===== src/rtl/accs_cfg.svh =====
`ifndef ACCS_CFG_SVH
`define ACCS_CFG_SVH
// Register indices; byte address is four times the index
`define ACCS_IDX_OSCFG 8'h65
`define ACCS_IDX_AVG 8'h68
`define ACCS_IDX_STAT 8'h6a
`define ACCS_IDX_CALCFG0 8'h62
`define ACCS_IDX_IRQ_STAT 8'h70
`define ACCS_IDX_IRQ_MASK 8'h71
`define ACCS_RST_OSCFG 8'h01
`define ACCS_RST_AVG 8'h61
`define ACCS_RST_CALCFG0 8'h01
`define ACCS_BIT_OFFREF 2
`define ACCS_OSAVG_HI 6
`define ACCS_OSAVG_LO 4
`define ACCS_LINAVG_HI 2
`define ACCS_LINAVG_LO 0
`define ACCS_BIT_FGRUN 0
`define ACCS_BIT_BGEN 1
`define ACCS_BIT_DONE 0
`define ACCS_BIT_HALT 1
`define ACCS_CODE_HI 4
`define ACCS_CODE_LO 2
`define ACCS_STAT_RSVD_HI 7
`define ACCS_STAT_RSVD_LO 5
`define ACCS_IRQ_W 2
`endif


===== src/rtl/accs_pkg.sv =====
package accs_pkg;
    typedef logic [7:0] accs_byte_t;
    typedef logic [2:0] accs_code_t;
endpackage


===== src/rtl/accs_top.sv =====
// Overview of operation
// - Reference select zero calibrates toward mid-code
// - Reference select one aligns to spare converter
// - Offset averaging field bits 6:4, reset 6
// - Linearity averaging field bits 2:0, reset 1
// - Halted flag set when background stops
// - Halted flag clears when calibration resumes
// - Without background, halt set on foreground done
// - Foreground complete flag held high when done
// - Status read-only, code bits 4:2, reserved zero
// - Background enable bit turns background on
//
// Our own choice: register access over Wishbone.
`timescale 1ns/100ps
`include "accs_cfg.svh"
module accs_top
    import accs_pkg::*;
(
    input wire logic clk_i,
    input wire logic rst_i,
    input wire logic wb_cyc_i,
    input wire logic wb_stb_i,
    input wire logic wb_we_i,
    input wire logic [9:0] wb_adr_i,
    input wire logic [3:0] wb_sel_i,
    input wire logic [31:0] wb_dat_i,
    output logic [31:0] wb_dat_o,
    output logic wb_ack_o,
    output logic wb_err_o,
    input wire logic fg_complete_i,
    input wire logic bg_halted_i,
    input wire logic bg_running_i,
    input wire logic [2:0] cal_code_i,
    output logic offset_reference_select_o,
    output logic [2:0] offset_averaging_level_o,
    output logic [2:0] linearity_averaging_level_o,
    output logic background_calibration_enable_o,
    output logic foreground_run_o,
    output logic irq_o
);

////////////////////////////////////////////////////////////////////////////////
// Engine status inputs come from another domain, so two flops each

logic [5:0] sync1_r;
logic [5:0] sync2_r;
logic [5:0] sync_nxt;

always_comb
begin
    sync_nxt = {cal_code_i, bg_running_i, bg_halted_i, fg_complete_i};
end

always_ff @(posedge clk_i)
begin
    if (rst_i)
    begin
        sync1_r <= '0;
        sync2_r <= '0;
    end
    else
    begin
        sync1_r <= sync_nxt;
        sync2_r <= sync1_r;
    end
end

logic s_done;
logic s_halt;
logic s_run;
accs_code_t s_code;
assign s_done = sync2_r[0];
assign s_halt = sync2_r[1];
assign s_run = sync2_r[2];
assign s_code = sync2_r[5:3];

// Code bits may settle apart; take the code once it reads the same twice
accs_code_t code_prev_r, code_prev_nxt;
accs_code_t code_ok_r, code_ok_nxt;

always_comb
begin
    code_prev_nxt = s_code;
    code_ok_nxt = code_ok_r;
    if (s_code == code_prev_r)
        code_ok_nxt = s_code;
end

always_ff @(posedge clk_i)
begin
    if (rst_i)
    begin
        code_prev_r <= '0;
        code_ok_r <= '0;
    end
    else
    begin
        code_prev_r <= code_prev_nxt;
        code_ok_r <= code_ok_nxt;
    end
end

////////////////////////////////////////////////////////////////////////////////
// Bus decode: one word per index, low byte lane carries the data

logic req;
logic wr0;
logic [7:0] idx;
assign req = wb_cyc_i && wb_stb_i && !wb_ack_o && !wb_err_o;
assign idx = wb_adr_i[9:2];
assign wr0 = req && wb_we_i && wb_sel_i[0];

logic hit;
always_comb
begin
    if (idx == `ACCS_IDX_OSCFG)
        hit = 1'b1;
    else if (idx == `ACCS_IDX_AVG)
        hit = 1'b1;
    else if (idx == `ACCS_IDX_STAT)
        hit = 1'b1;
    else if (idx == `ACCS_IDX_CALCFG0)
        hit = 1'b1;
    else if (idx == `ACCS_IDX_IRQ_STAT)
        hit = 1'b1;
    else if (idx == `ACCS_IDX_IRQ_MASK)
        hit = 1'b1;
    else
        hit = 1'b0;
end

////////////////////////////////////////////////////////////////////////////////
// Configuration and status state

accs_byte_t oscfg_r, oscfg_nxt;
accs_byte_t avg_r, avg_nxt;
accs_byte_t cfg0_r, cfg0_nxt;
accs_byte_t stat_r, stat_nxt;
logic [`ACCS_IRQ_W-1:0] ist_r, ist_nxt;
logic [`ACCS_IRQ_W-1:0] imsk_r, imsk_nxt;
logic done_d_r, done_d_nxt;
logic halt_d_r, halt_d_nxt;
logic halted;
logic [`ACCS_IRQ_W-1:0] ev;

always_comb
begin
    oscfg_nxt = oscfg_r;
    avg_nxt = avg_r;
    cfg0_nxt = cfg0_r;
    imsk_nxt = imsk_r;
    if (wr0 && idx == `ACCS_IDX_OSCFG)
        oscfg_nxt = wb_dat_i[7:0];
    else if (wr0 && idx == `ACCS_IDX_AVG)
        avg_nxt = wb_dat_i[7:0];
    else if (wr0 && idx == `ACCS_IDX_CALCFG0)
        cfg0_nxt = wb_dat_i[7:0];
    else if (wr0 && idx == `ACCS_IDX_IRQ_MASK)
        imsk_nxt = wb_dat_i[`ACCS_IRQ_W-1:0];
end

// Halt flag: engine halt while not running when background on, else mirrors foreground done
always_comb
begin
    if (cfg0_r[`ACCS_BIT_BGEN])
        halted = s_halt && !s_run;
    else
        halted = s_done;
end

// Status never takes bus data, only engine state
always_comb
begin
    stat_nxt = 8'h00;
    stat_nxt[`ACCS_BIT_DONE] = s_done;
    stat_nxt[`ACCS_BIT_HALT] = halted;
    stat_nxt[`ACCS_CODE_HI:`ACCS_CODE_LO] = code_ok_r;
    done_d_nxt = stat_r[`ACCS_BIT_DONE];
    halt_d_nxt = stat_r[`ACCS_BIT_HALT];
end

// Rising edges of done and halt are the events; set beats clear
always_comb
begin
    ev[0] = stat_r[`ACCS_BIT_DONE] && !done_d_r;
    ev[1] = stat_r[`ACCS_BIT_HALT] && !halt_d_r;
    ist_nxt = ist_r;
    if (wr0 && idx == `ACCS_IDX_IRQ_STAT)
        ist_nxt = ist_r & ~wb_dat_i[`ACCS_IRQ_W-1:0];
    ist_nxt = ist_nxt | ev;
end

always_ff @(posedge clk_i)
begin
    if (rst_i)
    begin
        oscfg_r <= `ACCS_RST_OSCFG;
        avg_r <= `ACCS_RST_AVG;
        cfg0_r <= `ACCS_RST_CALCFG0;
        stat_r <= 8'h00;
        ist_r <= '0;
        imsk_r <= '0;
        done_d_r <= 1'b0;
        halt_d_r <= 1'b0;
    end
    else
    begin
        oscfg_r <= oscfg_nxt;
        avg_r <= avg_nxt;
        cfg0_r <= cfg0_nxt;
        stat_r <= stat_nxt;
        ist_r <= ist_nxt;
        imsk_r <= imsk_nxt;
        done_d_r <= done_d_nxt;
        halt_d_r <= halt_d_nxt;
    end
end

// Zero picks mid-code, one picks the spare converter as reference
assign offset_reference_select_o = oscfg_r[`ACCS_BIT_OFFREF];
assign offset_averaging_level_o =
    avg_r[`ACCS_OSAVG_HI:`ACCS_OSAVG_LO];
assign linearity_averaging_level_o =
    avg_r[`ACCS_LINAVG_HI:`ACCS_LINAVG_LO];
assign background_calibration_enable_o = cfg0_r[`ACCS_BIT_BGEN];
assign foreground_run_o = cfg0_r[`ACCS_BIT_FGRUN];
assign irq_o = |(ist_r & imsk_r);

////////////////////////////////////////////////////////////////////////////////
// Bus answer, registered: ack or err one cycle after the request

logic ack_r, ack_nxt;
logic err_r, err_nxt;
logic [31:0] rd_r, rd_nxt;

always_comb
begin
    ack_nxt = req && hit;
    err_nxt = req && !hit;
    rd_nxt = rd_r;
    if (req && !wb_we_i)
    begin
        rd_nxt = 32'h0000_0000;
        if (idx == `ACCS_IDX_OSCFG)
            rd_nxt[7:0] = oscfg_r;
        else if (idx == `ACCS_IDX_AVG)
            rd_nxt[7:0] = avg_r;
        else if (idx == `ACCS_IDX_STAT)
            rd_nxt[7:0] = stat_r;
        else if (idx == `ACCS_IDX_CALCFG0)
            rd_nxt[7:0] = cfg0_r;
        else if (idx == `ACCS_IDX_IRQ_STAT)
            rd_nxt[`ACCS_IRQ_W-1:0] = ist_r;
        else if (idx == `ACCS_IDX_IRQ_MASK)
            rd_nxt[`ACCS_IRQ_W-1:0] = imsk_r;
    end
end

always_ff @(posedge clk_i)
begin
    if (rst_i)
    begin
        ack_r <= 1'b0;
        err_r <= 1'b0;
        rd_r <= 32'h0000_0000;
    end
    else
    begin
        ack_r <= ack_nxt;
        err_r <= err_nxt;
        rd_r <= rd_nxt;
    end
end

assign wb_ack_o = ack_r;
assign wb_err_o = err_r;
assign wb_dat_o = rd_r;

////////////////////////////////////////////////////////////////////////////////

status_ro_a: assert property (@(posedge clk_i) disable iff (rst_i)
    (wr0 && idx == `ACCS_IDX_STAT) |=>
    stat_r[`ACCS_STAT_RSVD_HI:`ACCS_STAT_RSVD_LO] == 3'b000 &&
    stat_r[`ACCS_BIT_DONE] == $past(s_done))
    else $error("status register took bus data");
avg_out_a: assert property (@(posedge clk_i) disable iff (rst_i)
    (wr0 && idx == `ACCS_IDX_AVG) |=>
    offset_averaging_level_o ==
    $past(wb_dat_i[`ACCS_OSAVG_HI:`ACCS_OSAVG_LO]))
    else $error("offset averaging not taken");
lin_out_a: assert property (@(posedge clk_i) disable iff (rst_i)
    (wr0 && idx == `ACCS_IDX_AVG) |=>
    linearity_averaging_level_o ==
    $past(wb_dat_i[`ACCS_LINAVG_HI:`ACCS_LINAVG_LO]))
    else $error("linearity averaging not taken");
ref_sel_a: assert property (@(posedge clk_i) disable iff (rst_i)
    (wr0 && idx == `ACCS_IDX_OSCFG) |=>
    offset_reference_select_o == $past(wb_dat_i[`ACCS_BIT_OFFREF]))
    else $error("offset reference not taken");
bgen_out_a: assert property (@(posedge clk_i) disable iff (rst_i)
    (wr0 && idx == `ACCS_IDX_CALCFG0) |=>
    background_calibration_enable_o ==
    $past(wb_dat_i[`ACCS_BIT_BGEN]))
    else $error("background enable not taken");
done_flag_a: assert property (@(posedge clk_i) disable iff (rst_i)
    $rose(s_done) |=> stat_r[`ACCS_BIT_DONE])
    else $error("done flag not raised");
halt_fg_a: assert property (@(posedge clk_i) disable iff (rst_i)
    (!cfg0_r[`ACCS_BIT_BGEN] && s_done) |=> stat_r[`ACCS_BIT_HALT])
    else $error("halt flag missing after foreground");
halt_bg_a: assert property (@(posedge clk_i) disable iff (rst_i)
    (cfg0_r[`ACCS_BIT_BGEN] && s_run) |=> !stat_r[`ACCS_BIT_HALT])
    else $error("halt flag kept while running");
halt_set_a: assert property (@(posedge clk_i) disable iff (rst_i)
    (cfg0_r[`ACCS_BIT_BGEN] && s_halt && !s_run) |=>
    stat_r[`ACCS_BIT_HALT])
    else $error("halt flag not set");
code_a: assert property (@(posedge clk_i) disable iff (rst_i)
    (s_code == code_prev_r) |-> ##2
    stat_r[`ACCS_CODE_HI:`ACCS_CODE_LO] == $past(s_code, 2))
    else $error("status code mismatch");

endmodule


===== config.mk =====
export PLATFORM = sky130hd
export DESIGN_NAME = accs_top
export DESIGN_NICKNAME = d
export VERILOG_FILES = /design/src/rtl/accs_pkg.sv /design/src/rtl/accs_top.sv
export VERILOG_INCLUDE_DIRS = /design/src /design/src/rtl
export SDC_FILE = /design/constraint.sdc
export NUM_CORES = 1
export LEC_CHECK = 0
export BUFFER_PORTS_ARGS = -buffer_cell sky130_fd_sc_hd__buf_2
export CAP_MARGIN = 20
export CORE_MARGIN = 2
export CORE_UTILIZATION = 53
export DETAILED_ROUTE_END_ITERATION = 7
export GPL_TIMING_DRIVEN = 1
export MAX_ROUTING_LAYER = met4
export PLACE_DENSITY_LB_ADDON = 0.3
export SLEW_MARGIN = 20
export SYNTH_ARGS = -nofsm -noshare
export SYNTH_HDL_FRONTEND = slang
export SYNTH_SLANG_ARGS = --single-unit

===== constraint.sdc =====
create_clock -name clk_i -period 3.5 [get_ports clk_i]
set_input_delay 0.7 -clock clk_i [delete_from_list [all_inputs] [get_ports clk_i]]
set_output_delay 0.7 -clock clk_i [all_outputs]
set_load 0.03 [all_outputs]

==> results of run 1 <==
routing by layer:
layer,up-vias,GRT usage (%)
met5,-,-
met4,0,10.9
met3,10,4.94
met2,68,32.2
met1,993,26.1
li1,1065,-
logic make-up (layout without fill, tap and decap cells):
family | count (synthesis) | count (layout) | synth area share (%)
other cells | 1 | 24 | 0.132
buf+inv | 44 | 68 | 10.3
flops | 63 | 63 | 44.4
simple gates | 103 | 103 | 22.8
compound gates | 52 | 52 | 12.6
xor+xnor | 3 | 3 | 0.925
mux | 25 | 25 | 8.81
cell usage in the layout, fill, tap and decap left out, types with 4 or more instances in the layout:
cell type and instances:
sky130_fd_sc_hd__dfxtp_1 63, sky130_fd_sc_hd__buf_2 47, sky130_fd_sc_hd__nor2b_1 28, sky130_fd_sc_hd__mux2i_1 25, sky130_fd_sc_hd__conb_1 24, sky130_fd_sc_hd__nor2_1 23
sky130_fd_sc_hd__nand2_1 14, sky130_fd_sc_hd__clkbuf_8 12, sky130_fd_sc_hd__o21ai_0 10, sky130_fd_sc_hd__a22oi_1 10, sky130_fd_sc_hd__a21oi_1 9, sky130_fd_sc_hd__a211o_1 5
sky130_fd_sc_hd__nand2b_1 5, sky130_fd_sc_hd__buf_4 5, sky130_fd_sc_hd__a22o_1 4, sky130_fd_sc_hd__o22ai_1 4
layout make-up:
| cell class | count | area, µm² | share of cell area, % |
|---|---|---|---|
| sequential | 63 | 1260 | 39.6 |
| inverter | 1 | 3.75 | 0.118 |
| tap | 70 | 87.6 | 2.75 |
| multi-input combinational | 207 | 1370 | 43.2 |
| clock buffer | 12 | 165 | 5.19 |
| timing repair buffer | 52 | 273 | 8.57 |
| clock inverter | 3 | 17.5 | 0.551 |
worst max-delay path: cells and delay by family:
| kind | cells | cell delay (ns) |
|---|---|---|
| AO/OA/AOI/OAI | 1 | 0.27 |
| buffers and inverters | 2 | 0.53 |
| AND/OR/NAND/NOR | 3 | 0.86 |
report_power, final:
group	switching [µW]	total, µW	internal, µW
logic	88.8	125	35.8
registers	4.77	733	728
clock network	268	576	308
total	361	1430	1070
flip-flops by register name, summed over array words and instances (netlist names), 2 cells and up:
signal and cells:
cfg0_r 8, sync1_r 6, stat_r 5, code_prev_r 3, imsk_r 2, oscfg_r 8
code_ok_r 3, wb_dat_o 8, ist_r 2, avg_r 8, sync2_r 6
worst max-delay path by stage:
stage          slack (ns)   startpoint  depth (start not counted)         end
3_5_place_dp         1.04     wb_cyc_i                          6  oscfg_r[4]
5_1_grt              1.22  wb_adr_i[5]                          6  oscfg_r[7]
4_1_cts              1.39  wb_adr_i[5]                          6    avg_r[6]
3_3_place_gp         1.07  wb_adr_i[5]                          6    avg_r[0]
2_1_floorplan        1.25  wb_adr_i[4]                          5   cfg0_r[0]
6_report             1.35  wb_adr_i[5]                          6    avg_r[6]
per-stage QoR:
stage / power, µW / cell area, µm² / worst slack, ns / util (%)
global placement: 870 / 3000 / 1.07 / 58.3
global route: 1490 / 3180 / 1.22 / 61.9
finish: 1430 / 3180 / 1.35 / 61.9
floorplan: 860 / 2930 / 1.25 / -
CTS: 1450 / 3180 / 1.39 / 61.9
detailed placement: 873 / 3000 / 1.04 / 58.3
==> flow_metrics.env, run 1 <==
export IMPL_met2WireLength_mm=2.68
export IMPL_post_drt_wl_per_cell_um=13.9
export IMPL_fin_crit_sh_pct=61.3
export IMPL_post_synth_num_cell_types=43
export IMPL_setup_repair_after_global_routing_missed_its_margin="no"
export IMPL_detailedRoute_firstPassIterationCount=4
export IMPL_path_max_fanout=17
export IMPL_netlist_top_cell_by_area="sky130_fd_sc_hd__dfxtp_1"
export IMPL_sequential_share_of_the_synthesized_area_pct=44.4
export IMPL_grt_usage_pct=21.1
export IMPL_final_hold_worst_slack_ns=0.437
export IMPL_timing_reg2reg_worst_path_depth=5
export IMPL_fillerInstances=456
export IMPL_ant_nets=0
export IMPL_share_of_final_layout_standard_cells_stronger_than_drive_strength_1_pct=22.5
export IMPL_critical_path_slowest_cell="sky130_fd_sc_hd__nor4b_2"
export IMPL_powerDensity_nw_per_um2=451
export IMPL_tritoncts_clock_tree="done"
export IMPL_finalMaxSlewViolations=0
export IMPL_max_stage_delay_ns=0.50
export IMPL_worst_hold_startpoint="sync1_r[1]"
export IMPL_dominantRegCellSynth="sky130_fd_sc_hd__dfxtp_1"
export IMPL_m1WireLength_mm=2.61
export IMPL_final_cell_count_no_fill=408
export IMPL_average_instance_area_after_synthesis_um2=9.76
export IMPL_cts_buffer_depth=2
export IMPL_clockRootBuffer="sky130_fd_sc_hd__clkbuf_8"
export IMPL_rr_startpoint="wb_err_o"
export IMPL_synth_top_area_share_pct=44.4
export IMPL_cts_hold_buffers=0
export IMPL_finalHoldViolCount=0
export IMPL_synth_most_common_cell="sky130_fd_sc_hd__dfxtp_1"
export IMPL_cp_arrival_ns=2.37
export IMPL_route_vias_total=2136
export IMPL_antenna_diode_count=0
export IMPL_design_core_area_um2=5140
export IMPL_synth_cell_area_um2=2840
export IMPL_clock_tree_htree_level_count=3
export IMPL_maximum_number_of_pins_on_one_net_before_global_route_repair=54
export IMPL_grt_pass1_wl_mm=9.45
export IMPL_timing_hold_worst_class="flip-flop to flip-flop"
export IMPL_async_reset_ff_share_pct=0
export IMPL_maxCapViolations=0
export IMPL_cts_repair_resize_count=0
export IMPL_nNetsFinal=391
export IMPL_max_freq_mhz=466
export IMPL_placementRows=26
export IMPL_gp_congestion=0.850
export IMPL_wl_mm=5.66
export IMPL_start_util_pct=55.3
export IMPL_dieHeight_um=77.2
export IMPL_number_of_cells_produced_by_synthesis=291
export IMPL_tightest_slew_ns=0.851
export IMPL_die_x_um=77.2
export IMPL_min_delay_worst_endpoint="sync2_r[1]"
export IMPL_total_of_flip_flops_plus_latches_after_synthesis=63
export IMPL_fp_dieArea_um2=5960
export IMPL_cts_clk_slew_worst_paths_ns=0.07
export IMPL_synth_enable_flop_cells=0
export IMPL_timing_reg2reg_setup_slack_ns=1.43
export IMPL_post_route_drc_count=0
export IMPL_min_period_ns=2.15
export IMPL_insertion_delay_ns=0.33
export IMPL_outcome="completed"
export IMPL_worst_slew_margin_rel_pct=42.5
export IMPL_criticalPathCategory="input port to flip-flop"
export IMPL_met3_wl_um=282
export IMPL_power_leakage_uw=0.00124
export IMPL_drt_iter0_drc=198
export IMPL_synth_warnings=0
export IMPL_synthTopCellsByCount="63 x sky130_fd_sc_hd__dfxtp_1, 31 x sky130_fd_sc_hd__buf_4, 28 x sky130_fd_sc_hd__nor2b_1, 25 x sky130_fd_sc_hd__mux2i_1, 23 x sky130_fd_sc_hd__nor2_1"
export IMPL_final_global_route_overflow_total=0
export IMPL_cpMostUsedCell="sky130_fd_sc_hd__nor4b_2"
export IMPL_floorplan_io_pins=101
export IMPL_grt_pass1_vias=1976
export IMPL_regToRegEndpoint="oscfg_r[4]"
export IMPL_ir_worst_vdd_uv=267
export IMPL_cts_made_buffers=9
export IMPL_drt_vias_per_instance=5.24
export IMPL_synth_area_leaders="sky130_fd_sc_hd__dfxtp_1 44%, sky130_fd_sc_hd__mux2i_1 8.8%, sky130_fd_sc_hd__buf_4 8.2%"
export IMPL_top_layer_used="met4"
export IMPL_chain_of_cells_forming_the_critical_path="buf_2, nor4b_2, nor4b_2, buf_4, nor2b_1, a211o_1"
export IMPL_startpoint_types="input port"
export IMPL_postCtsSetupBuffers=0
export IMPL_timing_setup_tns_ns=0
export IMPL_min_path_cells=1
export IMPL_grt_antenna_before_repair=0
export IMPL_dp_cells=393
export IMPL_cts_num_sinks=63
export IMPL_endpoint_kind="flip-flop"
export IMPL_setup_viol_count_final=0
export IMPL_area_overhead_of_the_layout_relative_to_synthesis_pct=12.0
export IMPL_cp_required_ns=3.72
export IMPL_finClkSkew_ns=0.00477
export IMPL_dp_final_hpwl_mm=3.98
export IMPL_io_buffers=47
(Power assumes the default switching activity.)
==> run 2, diff against run 1 <==
- CORE_UTILIZATION: 53 -> 45
- clock period: 3.5 -> 1.9 ns (I/O delays scaled with it)
==> run 2 against run 1 <==
First-iteration DRC count down 45%. Cell area increased by 5.9%. Power grew 98%. Via count increased by 3.5%. Non-clock buffer count rose by 21. Count of clock-buffer cells in the layout did not move. Clock power is 110% higher. Clock skew is essentially flat. Final cell count grew 6.6%. Flip-flop and latch count stayed put. Die area grew 17%. Sequential power increased by 84%. Largest cell class unchanged. Largest power group unchanged. Highest routed layer unchanged.
==> flow_metrics.env, run 2 (synthesized netlist as in run 1, its figures left out) <==
export IMPL_outcome="completed"
export IMPL_min_setup_slack_post_route_ns=0.113
export IMPL_area_overhead_of_the_layout_relative_to_synthesis_pct=18.6
export IMPL_postCtsSetupBuffers=0
export IMPL_grt_pass1_vias=2014
export IMPL_route_vias_total=2211
export IMPL_timing_hold_worst_class="input port to flip-flop"
export IMPL_cp_required_ns=2.13
export IMPL_gp_congestion=0.816
export IMPL_fin_crit_sh_pct=94.0
export IMPL_postLayoutCellArea_um2=3370
export IMPL_final_cell_count_no_fill=435
export IMPL_post_drt_wl_per_cell_um=13.7
export IMPL_finClkSkew_ns=0.00474
export IMPL_post_dp_cell_area_um2=3160
export IMPL_cp_endpoint="cfg0_r[2]"
export IMPL_fp_dieArea_um2=6960
export IMPL_grt_usage_pct=18.3
export IMPL_insertion_delay_ns=0.34
export IMPL_final_global_route_overflow_total=0
export IMPL_met2WireLength_mm=2.75
export IMPL_cts_made_buffers=9
export IMPL_mostFrequentLayoutCell="sky130_fd_sc_hd__dfxtp_1"
export IMPL_maxCapViolations=0
export IMPL_endpoint_kind="flip-flop"
export IMPL_timing_reg2reg_worst_path_depth=6
export IMPL_top_layer_used="met4"
export IMPL_design_core_area_um2=6030
export IMPL_share_of_final_layout_standard_cells_stronger_than_drive_strength_1_pct=26.4
export IMPL_dieHeight_um=83.4
export IMPL_rr_startpoint="wb_err_o"
export IMPL_timing_setup_tns_ns=0
export IMPL_setup_viol_count_final=0
export IMPL_ant_nets=0
export IMPL_io_buffers=47
export IMPL_tritoncts_clock_tree="done"
export IMPL_timing_reg2reg_setup_slack_ns=0.11
export IMPL_fillerInstances=564
export IMPL_finalHoldViolCount=0
export IMPL_drt_vias_per_instance=5.08
export IMPL_drt_iter0_drc=109
export IMPL_wl_mm=5.97
export IMPL_nNetsFinal=412
export IMPL_tightest_slew_ns=0.566
export IMPL_startpoint_types="flip-flop"
export IMPL_start_util_pct=47.1
export IMPL_critPathLaunch="wb_err_o"
export IMPL_met3_wl_um=327
export IMPL_ir_worst_vdd_uv=441
export IMPL_criticalPathCategory="flip-flop to flip-flop"
export IMPL_dp_final_hpwl_mm=4.33
export IMPL_dp_cells=419
export IMPL_grt_pass1_wl_mm=9.78
export IMPL_finalMaxSlewViolations=0
export IMPL_die_x_um=83.4
export IMPL_clockRootBuffer="sky130_fd_sc_hd__clkbuf_8"
export IMPL_maximum_number_of_pins_on_one_net_before_global_route_repair=29
export IMPL_clock_tree_htree_level_count=3
export IMPL_m1WireLength_mm=2.78
export IMPL_post_route_drc_count=0
export IMPL_cts_repair_resize_count=0
export IMPL_max_freq_mhz=560
export IMPL_regToRegEndpoint="cfg0_r[2]"
export IMPL_cp_arrival_ns=2.01
export IMPL_floorplan_io_pins=101
export IMPL_cts_clk_slew_worst_paths_ns=0.07
export IMPL_min_period_ns=1.79
export IMPL_setup_slack_after_placement_ns=-0.0736
export IMPL_cts_num_sinks=63
export IMPL_grt_antenna_before_repair=0
export IMPL_setup_repair_after_global_routing_missed_its_margin="no"
export IMPL_cts_hold_buffers=0
export IMPL_powerDensity_nw_per_um2=842
export IMPL_layout_cells_most_common_list="63 x sky130_fd_sc_hd__dfxtp_1, 47 x sky130_fd_sc_hd__buf_2, 28 x sky130_fd_sc_hd__nor2b_1"
export IMPL_placementRows=28
export IMPL_cts_buffer_depth=2
export IMPL_power_leakage_uw=0.00135
export IMPL_detailedRoute_firstPassIterationCount=4
export IMPL_antenna_diode_count=0
export IMPL_worst_slew_margin_rel_pct=62.2
export IMPL_path_max_fanout=8
[run 2: routing by layer]
layer  up-vias  global-route usage (%)
met3        11                    5.47
li1       1104                       -
met1      1020                    22.5
met5         -                       -
met2        76                    28.2
met4         0                    7.48
[run 2: worst max-delay path, stage by stage (launching register included)]
cell                        delay (ns)
sky130_fd_sc_hd__dfxtp_1          0.31
sky130_fd_sc_hd__nand4bb_1        0.25
sky130_fd_sc_hd__buf_4            0.22
sky130_fd_sc_hd__nor4_4           0.36
sky130_fd_sc_hd__buf_4            0.25
sky130_fd_sc_hd__mux2i_1          0.23
sky130_fd_sc_hd__nor2_1           0.06
[run 2: report_power, final]
group / internal, µW / switching (µW)
registers: 1340 / 9.07
clock network: 736 / 496
logic: 85.9 / 168
total: 2160 / 673
[run 2: worst min-delay path by stage]
stage                   from          to  slack (ns)  cells past startpoint
6_report       fg_complete_i  sync1_r[0]        0.25                      2
5_1_grt        cal_code_i[0]  sync1_r[3]        0.24                      2
4_1_cts        cal_code_i[0]  sync1_r[3]        0.23                      2
3_5_place_dp      sync1_r[1]  sync2_r[1]        0.42                      1
3_3_place_gp      sync1_r[5]  sync2_r[5]        0.42                      1
2_1_floorplan     sync1_r[0]  sync2_r[0]        0.41                      1
[run 2: cell type report]
type	instances	area, µm²	share of cell area [%]
clock buffers	12	135	4.01
clock inverters	4	70.1	2.08
inverters	1	3.75	0.111
multi-input cells	207	1370	40.8
flip-flops and latches	63	1260	37.4
well taps	75	93.8	2.79
repair buffers	73	430	12.8
[run 2: stage by stage]
stage,hold slack [ns],total power (µW),util [%]
floorplan,0.414,1580,-
global placement,0.416,1630,52.5
detailed placement,0.420,1630,52.5
CTS,0.233,2870,55.9
global route,0.242,2940,55.9
finish,0.247,2840,55.9
